### config.mk
export PLATFORM = sky130hd
export DESIGN_NAME = sct_slow_counter
export DESIGN_NICKNAME = d
export VERILOG_FILES = /design/src/sct_slow_counter.v
export VERILOG_INCLUDE_DIRS = /design/src
export SDC_FILE = /design/constraint.sdc
export NUM_CORES = 1
export LEC_CHECK = 0
export BUFFER_PORTS_ARGS = -buffer_cell sky130_fd_sc_hd__buf_2
export CAP_MARGIN = 30
export CORE_MARGIN = 3
export CORE_UTILIZATION = 30
export DETAILED_ROUTE_END_ITERATION = 16
export MAX_ROUTING_LAYER = met4
export SLEW_MARGIN = 0
export SYNTH_ARGS = -nofsm -noshare
export SYNTH_HDL_FRONTEND = slang
export SYNTH_SLANG_ARGS = --single-unit
### constraint.sdc
create_clock -name clock -period 2.1 [get_ports clock]
set_clock_uncertainty 0.15 [all_clocks]
set_input_delay 0.315 -clock clock [delete_from_list [all_inputs] [get_ports clock]]
set_output_delay 0.315 -clock clock [all_outputs]
set_load 0.03 [all_outputs]
### src/sct_consts.vh
`ifndef SCT_CONSTS_VH
`define SCT_CONSTS_VH

// register offsets
`define SCT_ADDR_CTRL        5'h00
`define SCT_ADDR_SYNC        5'h01
`define SCT_ADDR_IEN         5'h02
`define SCT_ADDR_IFLAG       5'h03
`define SCT_ADDR_LATCH       5'h04
`define SCT_ADDR_HALT        5'h05
`define SCT_ADDR_RSVD0       5'h06
`define SCT_ADDR_SRCSEL      5'h07
`define SCT_ADDR_CNT_LO      5'h08
`define SCT_ADDR_CNT_HI      5'h09
`define SCT_ADDR_TOP_LO      5'h0A
`define SCT_ADDR_TOP_HI      5'h0B
`define SCT_ADDR_MATCH_LO    5'h0C
`define SCT_ADDR_MATCH_HI    5'h0D
`define SCT_ADDR_RSVD1       5'h0E
`define SCT_ADDR_RSVD2       5'h0F
`define SCT_ADDR_TICK_CTRL   5'h10
`define SCT_ADDR_TICK_SYNC   5'h11
`define SCT_ADDR_TICK_IEN    5'h12
`define SCT_ADDR_TICK_IFLAG  5'h13
`define SCT_ADDR_RSVD3       5'h14
`define SCT_ADDR_TICK_HALT   5'h15

// field positions
`define SCT_CTRL_ON          0
`define SCT_CTRL_PRESC_LO    3
`define SCT_CTRL_PRESC_HI    6
`define SCT_CTRL_STBY        7
`define SCT_TICK_ON          0
`define SCT_TICK_PER_LO      3
`define SCT_TICK_PER_HI      6
`define SCT_IRQ_WRAP         0
`define SCT_IRQ_MATCH        1
`define SCT_HALT_RUN         0

// pending slots
`define SCT_PEND_CTRL        0
`define SCT_PEND_CNT         1
`define SCT_PEND_TOP         2
`define SCT_PEND_MATCH       3
`define SCT_PEND_TICK        4

// reset values
`define SCT_RST_BYTE         8'h00
`define SCT_RST_CNT          16'h0000
`define SCT_RST_TOP          16'hFFFF
`define SCT_RST_MATCH        16'h0000

// timing counts
`define SCT_SYNC_SLOW_CYCLES 2'h2
`define SCT_TICK_SEL_MIN     4'h1
`define SCT_TICK_SEL_MAX     4'hE

`endif

### src/sct_slow_counter.v
// Local design decision: the plain strobed port.
`include "sct_consts.vh"
`default_nettype none

module sct_slow_counter #(
  parameter AW = 5,
  parameter DW = 8
) (
  input  wire          clock,
  input  wire          rstn,
  input  wire [AW-1:0] addr,
  input  wire [DW-1:0] wdata,
  input  wire          wr,
  input  wire          rd,
  output reg  [DW-1:0] rdata,
  input  wire          slow_clk,
  input  wire          sleep_standby,
  input  wire          cpu_halted,
  output reg           irq_counter,
  output reg           irq_tick,
  output reg  [1:0]    source_sel
);

////////////////////////////////////////////////////////////////////////////////
// slow clock edge detection

  reg         slow_s1;
  reg         slow_s2;
  reg         slow_s3;
  wire        slow_edge;

  // first stage only feeds the second; edge taken from the later pair
  always @(posedge clock or negedge rstn) begin
    if (!rstn) begin
      slow_s1 <= 1'b0;
      slow_s2 <= 1'b0;
      slow_s3 <= 1'b0;
    end else begin
      slow_s1 <= slow_clk;
      slow_s2 <= slow_s1;
      slow_s3 <= slow_s2;
    end
  end

  assign slow_edge = slow_s2 & ~slow_s3;

////////////////////////////////////////////////////////////////////////////////
// bus side registers

  reg  [7:0]  ctrl_sh;
  reg  [7:0]  ctrl_live;
  reg  [15:0] cnt_sh;
  reg  [15:0] top_sh;
  reg  [15:0] top_live;
  reg  [15:0] match_sh;
  reg  [15:0] match_live;
  reg  [7:0]  tick_sh;
  reg  [7:0]  tick_live;
  reg  [1:0]  ien;
  reg         tick_ien;
  reg  [7:0]  latch;
  reg         halt_run;
  reg         tick_halt_run;

  wire        wr_ctrl   = wr && (addr == `SCT_ADDR_CTRL);
  wire        wr_cnt    = wr && (addr == `SCT_ADDR_CNT_HI);
  wire        wr_top    = wr && (addr == `SCT_ADDR_TOP_HI);
  wire        wr_match  = wr && (addr == `SCT_ADDR_MATCH_HI);
  wire        wr_tick   = wr && (addr == `SCT_ADDR_TICK_CTRL);
  // low byte writes park in the latch; the high byte write commits both
  wire        wr_lo     = wr && ((addr == `SCT_ADDR_CNT_LO) || (addr == `SCT_ADDR_TOP_LO) ||
                                 (addr == `SCT_ADDR_MATCH_LO) || (addr == `SCT_ADDR_LATCH));

  always @(posedge clock or negedge rstn) begin
    if (!rstn) begin
      ctrl_sh       <= `SCT_RST_BYTE;
      cnt_sh        <= `SCT_RST_CNT;
      top_sh        <= `SCT_RST_TOP;
      match_sh      <= `SCT_RST_MATCH;
      tick_sh       <= `SCT_RST_BYTE;
      ien           <= 2'b00;
      tick_ien      <= 1'b0;
      halt_run      <= 1'b0;
      tick_halt_run <= 1'b0;
      source_sel    <= 2'b00;
    end else if (wr) begin
      // interrupt enable, halt and source bits live only on the bus side, so they act at once
      case (addr)
        `SCT_ADDR_CTRL: begin
          ctrl_sh <= wdata;
        end
        `SCT_ADDR_IEN: begin
          ien <= wdata[1:0];
        end
        `SCT_ADDR_HALT: begin
          halt_run <= wdata[`SCT_HALT_RUN];
        end
        `SCT_ADDR_SRCSEL: begin
          source_sel <= wdata[1:0];
        end
        `SCT_ADDR_CNT_HI: begin
          cnt_sh <= {wdata, latch};
        end
        `SCT_ADDR_TOP_HI: begin
          top_sh <= {wdata, latch};
        end
        `SCT_ADDR_MATCH_HI: begin
          match_sh <= {wdata, latch};
        end
        `SCT_ADDR_TICK_CTRL: begin
          tick_sh <= wdata;
        end
        `SCT_ADDR_TICK_IEN: begin
          tick_ien <= wdata[0];
        end
        `SCT_ADDR_TICK_HALT: begin
          tick_halt_run <= wdata[`SCT_HALT_RUN];
        end
        default: begin
        end
      endcase
    end
  end

////////////////////////////////////////////////////////////////////////////////
// crossing into the slow side: each control, tick control or high byte write waits two slow edges

  // the slow side never sees a half-written pair: only the high byte starts a wait
  wire [4:0]  pend_start = {wr_tick, wr_match, wr_top, wr_cnt, wr_ctrl};
  wire [4:0]  pend_busy;
  wire [4:0]  pend_apply;

  genvar gi;
  generate
    for (gi = 0; gi < 5; gi = gi + 1) begin : g_pend
      reg [1:0] pend_cnt;
      // a fresh write restarts the wait; software is expected to poll first
      always @(posedge clock or negedge rstn) begin
        if (!rstn) begin
          pend_cnt <= 2'b00;
        end else if (pend_start[gi]) begin
          pend_cnt <= `SCT_SYNC_SLOW_CYCLES;
        end else if (slow_edge && (pend_cnt != 2'b00)) begin
          pend_cnt <= pend_cnt - 2'b01;
        end
      end
      assign pend_busy[gi]  = (pend_cnt != 2'b00);
      assign pend_apply[gi] = slow_edge && (pend_cnt == 2'b01) && !pend_start[gi];
    end
  endgenerate

  always @(posedge clock or negedge rstn) begin
    if (!rstn) begin
      ctrl_live  <= `SCT_RST_BYTE;
      top_live   <= `SCT_RST_TOP;
      match_live <= `SCT_RST_MATCH;
      tick_live  <= `SCT_RST_BYTE;
    end else begin
      if (pend_apply[`SCT_PEND_CTRL]) begin
        ctrl_live <= ctrl_sh;
      end
      if (pend_apply[`SCT_PEND_TOP]) begin
        top_live <= top_sh;
      end
      if (pend_apply[`SCT_PEND_MATCH]) begin
        match_live <= match_sh;
      end
      if (pend_apply[`SCT_PEND_TICK]) begin
        tick_live <= tick_sh;
      end
    end
  end

////////////////////////////////////////////////////////////////////////////////
// counter with prescaler

  reg  [14:0] presc_cnt;
  reg  [15:0] count;
  wire [3:0]  presc_sel  = ctrl_live[`SCT_CTRL_PRESC_HI:`SCT_CTRL_PRESC_LO];
  wire [14:0] presc_mask = ~(15'h7FFF << presc_sel);
  // idle sleep needs nothing; standby and debug halt are the only stops
  wire        cnt_run    = ctrl_live[`SCT_CTRL_ON]
                           && !(sleep_standby && !ctrl_live[`SCT_CTRL_STBY])
                           && !(cpu_halted && !halt_run);
  wire        cnt_step   = cnt_run && slow_edge && ((presc_cnt & presc_mask) == presc_mask);
  wire        ev_wrap    = cnt_step && (count == top_live);
  wire        ev_match   = cnt_step && (count == match_live);

  // prescaler restarts from zero whenever the counter is switched off
  always @(posedge clock or negedge rstn) begin
    if (!rstn) begin
      presc_cnt <= 15'h0000;
    end else if (!ctrl_live[`SCT_CTRL_ON]) begin
      presc_cnt <= 15'h0000;
    end else if (cnt_run && slow_edge) begin
      presc_cnt <= presc_cnt + 15'h0001;
    end
  end

  // a pending count load wins over a step in the same cycle
  always @(posedge clock or negedge rstn) begin
    if (!rstn) begin
      count <= `SCT_RST_CNT;
    end else if (pend_apply[`SCT_PEND_CNT]) begin
      count <= cnt_sh;
    end else if (ev_wrap) begin
      count <= 16'h0000;
    end else if (cnt_step) begin
      count <= count + 16'h0001;
    end
  end

////////////////////////////////////////////////////////////////////////////////
// periodic tick unit

  reg  [14:0] tick_div;
  wire [3:0]  tick_sel   = tick_live[`SCT_TICK_PER_HI:`SCT_TICK_PER_LO];
  wire [4:0]  tick_shift = {1'b0, tick_sel} + 5'h01;
  wire [14:0] tick_mask  = ~(15'h7FFF << tick_shift);
  wire        tick_sel_ok = (tick_sel >= `SCT_TICK_SEL_MIN) && (tick_sel <= `SCT_TICK_SEL_MAX);
  // selections 0 and 15 stay silent rather than alias another period
  // no standby gate here: the tick unit keeps going in every sleep mode
  wire        tick_run   = tick_live[`SCT_TICK_ON] && !(cpu_halted && !tick_halt_run);
  wire        ev_tick    = tick_run && slow_edge && tick_sel_ok &&
                           ((tick_div & tick_mask) == tick_mask);

  always @(posedge clock or negedge rstn) begin
    if (!rstn) begin
      tick_div <= 15'h0000;
    end else if (!tick_live[`SCT_TICK_ON]) begin
      tick_div <= 15'h0000;
    end else if (tick_run && slow_edge) begin
      tick_div <= tick_div + 15'h0001;
    end
  end

////////////////////////////////////////////////////////////////////////////////
// flags and interrupt requests

  reg  [1:0]  flags;
  reg         tick_flag;
  wire [1:0]  flag_clr   = (wr && (addr == `SCT_ADDR_IFLAG)) ? wdata[1:0] : 2'b00;
  wire        tick_clr   = wr && (addr == `SCT_ADDR_TICK_IFLAG) && wdata[0];
  wire [1:0]  flag_set   = {ev_match, ev_wrap};
  wire [1:0]  next_flags = (flags & ~flag_clr) | flag_set;
  wire        next_tick_flag = (tick_flag & ~tick_clr) | ev_tick;

  // set wins over a clear arriving in the same cycle
  // a flag clear reaches the request at once; an enable write lands a cycle later
  always @(posedge clock or negedge rstn) begin
    if (!rstn) begin
      flags       <= 2'b00;
      tick_flag   <= 1'b0;
      irq_counter <= 1'b0;
      irq_tick    <= 1'b0;
    end else begin
      flags       <= next_flags;
      tick_flag   <= next_tick_flag;
      irq_counter <= |(next_flags & ien);
      irq_tick    <= next_tick_flag & tick_ien;
    end
  end

////////////////////////////////////////////////////////////////////////////////
// read path and the shared byte latch

  reg  [7:0]  next_rdata;
  reg  [7:0]  next_latch;

  // reading a low byte grabs the matching high byte so a two-read pair is coherent
  always @* begin
    next_rdata = 8'h00;
    next_latch = latch;
    if (wr_lo) begin
      next_latch = wdata;
    end
    if (rd) begin
      // sync state bits come straight from the pending counters, no extra stage
      case (addr)
        `SCT_ADDR_CTRL: begin
          next_rdata = ctrl_live;
        end
        `SCT_ADDR_SYNC: begin
          next_rdata = {4'h0, pend_busy[3:0]};
        end
        `SCT_ADDR_IEN: begin
          next_rdata = {6'h00, ien};
        end
        `SCT_ADDR_IFLAG: begin
          next_rdata = {6'h00, flags};
        end
        `SCT_ADDR_LATCH: begin
          next_rdata = latch;
        end
        `SCT_ADDR_HALT: begin
          next_rdata = {7'h00, halt_run};
        end
        `SCT_ADDR_SRCSEL: begin
          next_rdata = {6'h00, source_sel};
        end
        `SCT_ADDR_CNT_LO: begin
          next_rdata = count[7:0];
          next_latch = count[15:8];
        end
        `SCT_ADDR_TOP_LO: begin
          next_rdata = top_live[7:0];
          next_latch = top_live[15:8];
        end
        `SCT_ADDR_MATCH_LO: begin
          next_rdata = match_live[7:0];
          next_latch = match_live[15:8];
        end
        `SCT_ADDR_CNT_HI,
        `SCT_ADDR_TOP_HI,
        `SCT_ADDR_MATCH_HI: begin
          next_rdata = latch;
        end
        `SCT_ADDR_TICK_CTRL: begin
          next_rdata = tick_live;
        end
        `SCT_ADDR_TICK_SYNC: begin
          next_rdata = {7'h00, pend_busy[`SCT_PEND_TICK]};
        end
        `SCT_ADDR_TICK_IEN: begin
          next_rdata = {7'h00, tick_ien};
        end
        `SCT_ADDR_TICK_IFLAG: begin
          next_rdata = {7'h00, tick_flag};
        end
        `SCT_ADDR_TICK_HALT: begin
          next_rdata = {7'h00, tick_halt_run};
        end
        default: begin
          next_rdata = 8'h00;
        end
      endcase
    end
  end

  always @(posedge clock or negedge rstn) begin
    if (!rstn) begin
      rdata <= 8'h00;
      latch <= `SCT_RST_BYTE;
    end else begin
      rdata <= next_rdata;
      latch <= next_latch;
    end
  end

endmodule // sct_slow_counter

`default_nettype wire

; After elaboration in Yosys (flattened, before gate mapping)
; Index checks and enable logic that the tools add are counted.
[word_totals]
elab_cells = 185
ff_bits = 199
[op_classes]
shifts = 2
add_sub_neg = 9
eq_ne = 28
reduce_logical = 76
bitwise_logic = 14
n_mux = 23
order_cmp = 2
[op_table]
columns = operator, count
row1 = one-hot mux 8 bit (15 select lines), 1
row2 = 2-to-1 mux 15 bit, 4
row3 = 2-to-1 mux 16 bit, 3
row4 = logical AND 1 bit, 38
row5 = == test 16 bit, 2
row6 = adder 15 x 1 -> 15 bit (second input constant), 2
row7 = AND 15 bit, 2
row8 = == test 15 bit, 2
row9 = == test 5 x 4 -> 1 bit (second input constant), 6
row10 = inverter 15 bit, 2
row11 = == test 5 bit (second input constant), 5
row12 = 2-to-1 mux 8 bit, 3
row13 = one-hot mux 8 bit (3 select lines), 1
row14 = 2-to-1 mux 2 bit, 11
row15 = AND reduction 2 bit, 10
row16 = nonzero test 2 bit, 10
row17 = adder 16 x 1 -> 16 bit (second input constant), 1
row18 = == test 5 x 3 -> 1 bit (second input constant), 3
row19 = << shifter 15 x 4 -> 15 bit (first input constant), 1
row20 = << shifter 15 x 5 -> 15 bit (first input constant), 1
row21 = zero test 1 bit, 11
row22 = == test 2 x 1 -> 1 bit (second input constant), 5
row23 = == test 5 x 2 -> 1 bit (second input constant), 2
row24 = subtractor 2 x 1 -> 2 bit (second input constant), 5
row25 = 16 further kinds, 23

; Longest topological paths before layout
; Gate-level depths: netlist of run 1.
[logic_depth]
word_depth = 11
depth_mapped = 9

; Worst setup path after synthesis of run 1
; No wires, ideal clock.
[synth_timing]
kind = input -> register
from = input port addr[2]
to = register ctrl_live[0]
t_arrival_ps = 1873
path_stages = 7
slack_ps = -48
required_time_ps = 1825
path_buffers = 2
path_cell_list = buf_6 > nor3_4 > nor3b_4 > nand2_4 > and3_1 > buf_6 > mux2_4
[synth_between]
elab_chain_len = 4
[synth_lines]
columns = item, line_no
row1 = "start, declared", sct_slow_counter.v:11  ; input wire [AW-1:0] addr,
row2 = zero test 5 bit, -
row3 = logical AND 1 bit, sct_slow_counter.v:65  ; wire wr_ctrl = wr && (addr == `SCT_ADDR_CTRL);
row4 = zero test 1 bit, sct_slow_counter.v:148  ; assign pend_apply[gi] = slow_edge && (pend_cnt == 2'b01) && !pend_start[gi];
row5 = logical AND 1 bit, sct_slow_counter.v:148
row6 = "end signal, assigned", sct_slow_counter.v:154  ; ctrl_live <= `SCT_RST_BYTE;
row7 = "end signal, assigned", sct_slow_counter.v:160  ; ctrl_live <= ctrl_sh;
row8 = "end, declared", sct_slow_counter.v:51  ; reg [7:0] ctrl_live;
; No other way between the ends.
; A chain may end at the register's enable or synchronous reset.

; Worst setup path in the final report of run 1
[layout_timing]
from = register ctrl_live[5]
to = register count[1]
[layout_between]
elab_chain_len = 8
word_cells_on_any_way = 9
cone_classes = eq/ne: 1 / shift: 1 / mux: 2 / bitwise: 2 / reduce/logical: 3
[layout_lines]
columns = item, line_no
row1 = << shifter 15 x 4 -> 15 bit (*), sct_slow_counter.v:180  ; wire [14:0] presc_mask = ~(15'h7FFF << presc_sel);
row2 = inverter 15 bit (*), sct_slow_counter.v:180
row3 = AND 15 bit, sct_slow_counter.v:185  ; wire cnt_step = cnt_run && slow_edge && ((presc_cnt & presc_mask) == presc_mask);
row4 = == test 15 bit (*), sct_slow_counter.v:185
row5 = logical AND 1 bit (*), sct_slow_counter.v:185
row6 = logical AND 1 bit, sct_slow_counter.v:186  ; wire ev_wrap = cnt_step && (count == top_live);
row7 = 2-to-1 mux 16 bit, sct_slow_counter.v:206  ; end else if (ev_wrap) begin
row8 = 2-to-1 mux 16 bit, sct_slow_counter.v:204  ; end else if (pend_apply[`SCT_PEND_CNT]) begin
row9 = "end signal, assigned", sct_slow_counter.v:203  ; count <= `SCT_RST_CNT;
row10 = "end signal, assigned", sct_slow_counter.v:205  ; count <= cnt_sh;
row11 = "end signal, assigned", sct_slow_counter.v:209  ; count <= count + 16'h0001;
row12 = "end, declared", sct_slow_counter.v:178  ; reg [15:0] count;
; Mark *: on every way between the ends. The rest lies on a longest branch, timed or not.

==> results of run 1 <==
cells by family after synthesis:
kind of cell	synth area share, %
AOI/OAI and AO/OA	9.87
xor gates and xnor gates	5.80
buffers and inverters	3.34
adders and majority gates	2.23
and+or+nand+nor	14.5
DFF	49.6
muxes	14.7
report_power, final:
group / switching [mW] / internal [mW] / leakage (nW) / total (mW)
sequential: 0.950 / 4.94 / 2.51 / 5.89
clock: 1.54 / 1.79 / 0.286 / 3.32
combinational: 2.22 / 2.60 / 2.90 / 4.82
flip-flops by register name, summed over array words and instances, names as in the netlist, 8 cells and up:
signal and cells:
cnt_sh 16, count 16, match_live 16, match_sh 16
top_live 16, top_sh 16, presc_cnt 15, tick_div 15
g_pend.pend_cnt 10, ctrl_live 8, ctrl_sh 8, latch 8
rdata 8, tick_live 8, tick_sh 8
cell type report:
cell class	instances	area [um^2]	area share, %
tap	442	553	4.27
clock buffer	18	429	3.31
inverter	23	86.3	0.667
clock inverter	14	158	1.22
multi-input combinational	624	5110	39.4
sequential	199	5030	38.8
timing repair buffer	196	1590	12.3
placed cells by master (no fill, tap or decap), drive strengths merged, types with 15 or more instances in the layout:
| cell type | Yosys | routed |
|---|---|---|
| xor2 | 21 | 21 |
| xnor2 | 46 | 46 |
| nand2 | 75 | 75 |
| clkbuf | 28 | 20 |
| nand3 | 21 | 21 |
| buf | 22 | 192 |
| mux2 | 125 | 125 |
| o21ai | 41 | 41 |
| inv | 23 | 30 |
| a21oi | 29 | 29 |
| and2 | 19 | 19 |
| ha | 18 | 18 |
| nor2 | 45 | 45 |
| nand2b | 15 | 15 |
| dfrtp | 167 | 167 |
| dfstp | 32 | 32 |
layer usage:
metal | up-vias | wire length (um) | GRT usage, %
met1 | 3797 | 13600 | 22.4
met3 | 32 | 1280 | 3.00
li1 | 3532 | - | -
met5 | - | 0 | -
met2 | 184 | 12700 | 24.3
met4 | 0 | 486 | 4.29
through the flow:
step	hold WS, ns	power, mW
6_report	0.110	14.0
5_1_grt	0.102	14.8
3_5_place_dp	0.167	10.2
3_3_place_gp	0.161	10.1
4_1_cts	0.0872	13.8
2_1_floorplan	-0.131	8.26
final timing paths:
kind	to	slack, ns
max in group asynchronous	top_live[12]	0.88
hold / removal	g_pend[0].pend_cnt[0]	0.11
hold reg to reg	slow_s2	0.20
setup reg to reg	count[1]	-0.18
setup / recovery	count[1]	-0.18
min in group asynchronous	tick_div[6]	0.26
worst max-delay path: stages, from the launching register on:
cell,delay (ns)
dfrtp_2,0.48
buf_6,0.15
a211oi_2,0.18
o22ai_1,0.12
nor2_2,0.18
nand4_2,0.17
buf_6,0.19
buf_6,0.12
and3_4,0.15
a221o_1,0.26
what timing repair did:
item / CTS / global route
cloned: 1 / 1
pin swaps: 10 / 43
endpoints found under the setup margin: 26 / 31
gates resized for setup: 33 / 67
setup buffers: 1 / 9
hold buffers: 2 / 0
endpoints found under the hold margin: 41 / 0
==> results.cfg, run 1 <==
[synth]
yosys_warnings = 0
seq_area_frac_synth_pct = 49.6
synthTopCellsByArea = dfrtp_1 41%, mux2_2 13%, dfstp_2 8.3%
synth_edf_count = 0
yosysMostFrequentCell = dfrtp_1
avgSynthCellArea_um2 = 11.3
synth.top_cell.area_share_pct = 41.3
synth_top_area_cell = dfrtp_1
synth_area_um2 = 10100
ys.flop_type = dfrtp_1
ys_types = 71
synth_seq_cells = 199
syn_inst = 896
synth_common_cells = 167 x dfrtp_1, 113 x mux2_2, 73 x nand2_1
async_flop_share_pct = 100
synth.net_count = 934

[worst_setup_path]
end_kind = flop
reg2reg_depth = 9
critical_path_required_ns = 2.26
worstReg2RegStart = ctrl_live[5]
startpoint = ctrl_live[5]
crit_path_start_kind = flop
crit_fanout = 8
criticalPathCategory = flop to flop
arrival_ns = 2.44

[layout]
syn_to_final_growth_pct = 28.0
final_cells = 1516
drive_gt1_share_pct = 43.6
final_core_util_pct = 39.4
num_antenna_cells = 0
fillers = 3215
final_nets = 1099
fin_area_um2 = 13000

[timing]
rsz0062_at_grt = true
final-setup-viol-count = 16
maxSlewViolCount = 0
fin_crit_sh_pct = 108
hold_viol_final = 0
max_slew_margin_pct = 68.9
finalWorstSetupSlack_ns = -0.177
worst_pin_slew_ns = 0.467
period_minus_slack_ns = 2.28
setup_tns_ns = -1.85
max_freq_mhz = 439

[routing]
num_vias = 7545
routed_wl_um = 28200
drt_first_iter_violations = 553
ant_nets = 0
viasPerCell = 4.98
dr.pass1.iters = 5
post_drt_wl_per_cell_um = 18.6
drc = 0

[run_status]
status = complete, but fails checks
violations = negative setup slack

[min_path]
hp-start = wr
worstHoldPathCells = 3
hold_path.class = primary input to flop

[clocking]
cts_sinks = 199
cts_made_buffers = 17
cts_buffer_depth = 2
root_buffer = clkbuf_16
clock_latency_ns = 0.44
clk_pin_slew_ns = 0.08
cts_tree = built
htree_levels = 4

[die]
core_area_um2 = 32900
start_util_pct = 30.8
die_x_um = 190
dieArea_um2 = 36000
ios = 32
placementRows = 66
dieHeight_um = 190

[placement]
gp_congestion = 0.866
dp_hpwl_um = 20300
placedCellCount = 1472
io_buffers = 31
placed_area_um2 = 11900
pre_cts_ws_ns = -0.173

[global_routing]
grt_overflow = 0
grt_pass1_wl_um = 43700
antenna_found_initial = 0
grt_pass1_vias = 7578
grtUsageTotal_pct = 16.1
grt_max_degree = 52

[power_and_ir_drop]
pwr_density_cell_nw_per_um2 = 1080
ir_drop_mv = 0.657
p_leak_nw = 5.69

[flow_run]
cap_violations = 0
(Power assumes the default switching activity.)
==> run 2, diff against run 1 <==
--- a/config.mk
+++ b/config.mk
@@ -12,6 +12,7 @@
 export CORE_UTILIZATION = 30
 export DETAILED_ROUTE_END_ITERATION = 16
 export MAX_ROUTING_LAYER = met4
+export SKIP_LAST_GASP = 1
 export SLEW_MARGIN = 0
 export SYNTH_ARGS = -nofsm -noshare
 export SYNTH_HDL_FRONTEND = slang
==> results.cfg, run 2 (synthesis results as in run 1) <==
[worst_setup_path]
startpoint = ctrl_live[5]
slowest_stage = dfrtp_2
critical_path.max_stage_delay_ns = 0.48
reg2reg_depth = 9
critical_path_required_ns = 2.26
crit_chain = buf_6, a211oi_2, o22ai_1, nor2_2, nand4_2, buf_6, buf_6, and3_4, a221o_1
crit_path_start_kind = flop
crit_fanout = 8
crit_buf_inv = 3
worst_r2r_endpoint = count[1]
critical_path.top_delay_family = compound AO/OA/AOI/OAI gates
arrival_ns = 2.43
end_kind = flop
worstReg2RegStart = ctrl_live[5]
cpMostUsedCell = buf_6
reg2reg_slack_ns = -0.17
criticalPathCategory = flop to flop

[routing]
routed_wl_um = 27900
dr.pass1.iters = 5
drc = 0
drt_first_iter_violations = 577
viasPerCell = 4.95
num_vias = 7497
post_drt_wl_per_cell_um = 18.4
ant_nets = 0

[clocking]
cts_buffer_depth = 2
clock_latency_ns = 0.44
cts_tree = built
clk_pin_slew_ns = 0.08
cts_made_buffers = 17
htree_levels = 4
cts_sinks = 199
root_buffer = clkbuf_16

[global_routing]
antenna_found_initial = 0
grt_overflow = 0
grt_pass1_vias = 7557
grt_max_degree = 52
grtUsageTotal_pct = 16.1
grt_pass1_wl_um = 43700

[placement]
dp_hpwl_um = 20300
io_buffers = 31
gp_congestion = 0.866

[min_path]
hold_path.class = primary input to flop
worstHoldPathCells = 3
hp-start = wr
holdPathEnd = g_pend[0].pend_cnt[0]

[layout]
final_core_util_pct = 39.1
final_cell_mix = 161 x dfrtp_1, 141 x buf_4, 113 x mux2_2
num_antenna_cells = 0
fillers = 3230
drive_gt1_share_pct = 42.1
final_nets = 1099
final_common_cell = dfrtp_1
syn_to_final_growth_pct = 27.1

[timing]
max_freq_mhz = 440
period_minus_slack_ns = 2.27
fin_crit_sh_pct = 108
final-setup-viol-count = 17
rsz0062_at_grt = true
maxSlewViolCount = 0
max_slew_margin_pct = 69.1
worst_pin_slew_ns = 0.464
finalWorstSetupSlack_ns = -0.172
hold_viol_final = 0

[die]
start_util_pct = 30.8
core_area_um2 = 32900
dieHeight_um = 190
placementRows = 66
dieArea_um2 = 36000
die_x_um = 190
ios = 32

[power_and_ir_drop]
ir_drop_mv = 0.662
pwr_density_cell_nw_per_um2 = 1080
p_leak_nw = 5.67
p_total_mw = 13.9

[run_status]
violations = negative setup slack
status = complete, but fails checks

[flow_run]
cap_violations = 0
[run 2: cell count changes in the layout (fill, tap and decap cells not counted), sizes merged]
cell,change
buf,+1
clkbuf,-1
[run 2: tightest hold or removal path, cell delays in order]
cell and delay (ns):
buf_2 0.09, buf_4 0.17, a21oi_1 0.08
[run 2: area by class of cell]
class	instances	area (um^2)	share of cell area, %
Sequential cell	199	5030	39.1
Inverter	23	86.3	0.671
Multi-Input combinational cell	624	5030	39.1
Clock buffer	18	429	3.34
Tap cell	442	553	4.30
Timing Repair Buffer	196	1580	12.3
Clock inverter	14	158	1.23
[run 2: power breakdown]
| group | total, mW | switching, mW | internal [mW] |
|---|---|---|---|
| Combinational | 4.74 | 2.18 | 2.56 |
| Sequential | 5.88 | 0.946 | 4.94 |
| Clock | 3.32 | 1.54 | 1.79 |
| Total | 13.9 | 4.66 | 9.28 |
[run 2: routing by layer]
metal,track usage (%),share of wire [%]
met1,22.4,49
met2,24.3,45
met3,3.00,4.1
met4,4.29,1.7
met5,-,0
[run 2: timing repair]
action                                 CTS  global route
hold buffers                             2             0
endpoints found under the hold margin   41             0
buffers inserted                         1             8
setup endpoints to repair               26            31
pin swaps                               10            30
cloned                                   1             0
gates resized for setup                 29            46
[run 2: worst max-delay path by stage]
stage,end,slack [ns],depth (start not counted)
global placement,irq_counter,-0.17,9
finish,count[1],-0.17,9
global route,count[1],-0.24,9
floorplan,count[1],0.005,8
detailed placement,count[14],-0.17,8
CTS,count[1],-0.12,8
[run 2: through the flow]
stage | instance area, um^2 | TNS (ns) | setup slack, ns | cells | hold slack (ns)
after floorplan | 10100 | 0 | 0.00494 | 896 | -0.131
after global placement | 11900 | -2.09 | -0.174 | 1472 | 0.161
after detailed placement | 11900 | -2.67 | -0.173 | 1472 | 0.167
after CTS | 12600 | -1.31 | -0.122 | 1508 | 0.0872
after global routing | 12900 | -3.94 | -0.244 | 1516 | 0.102
final | 12900 | -1.59 | -0.172 | 1516 | 0.109
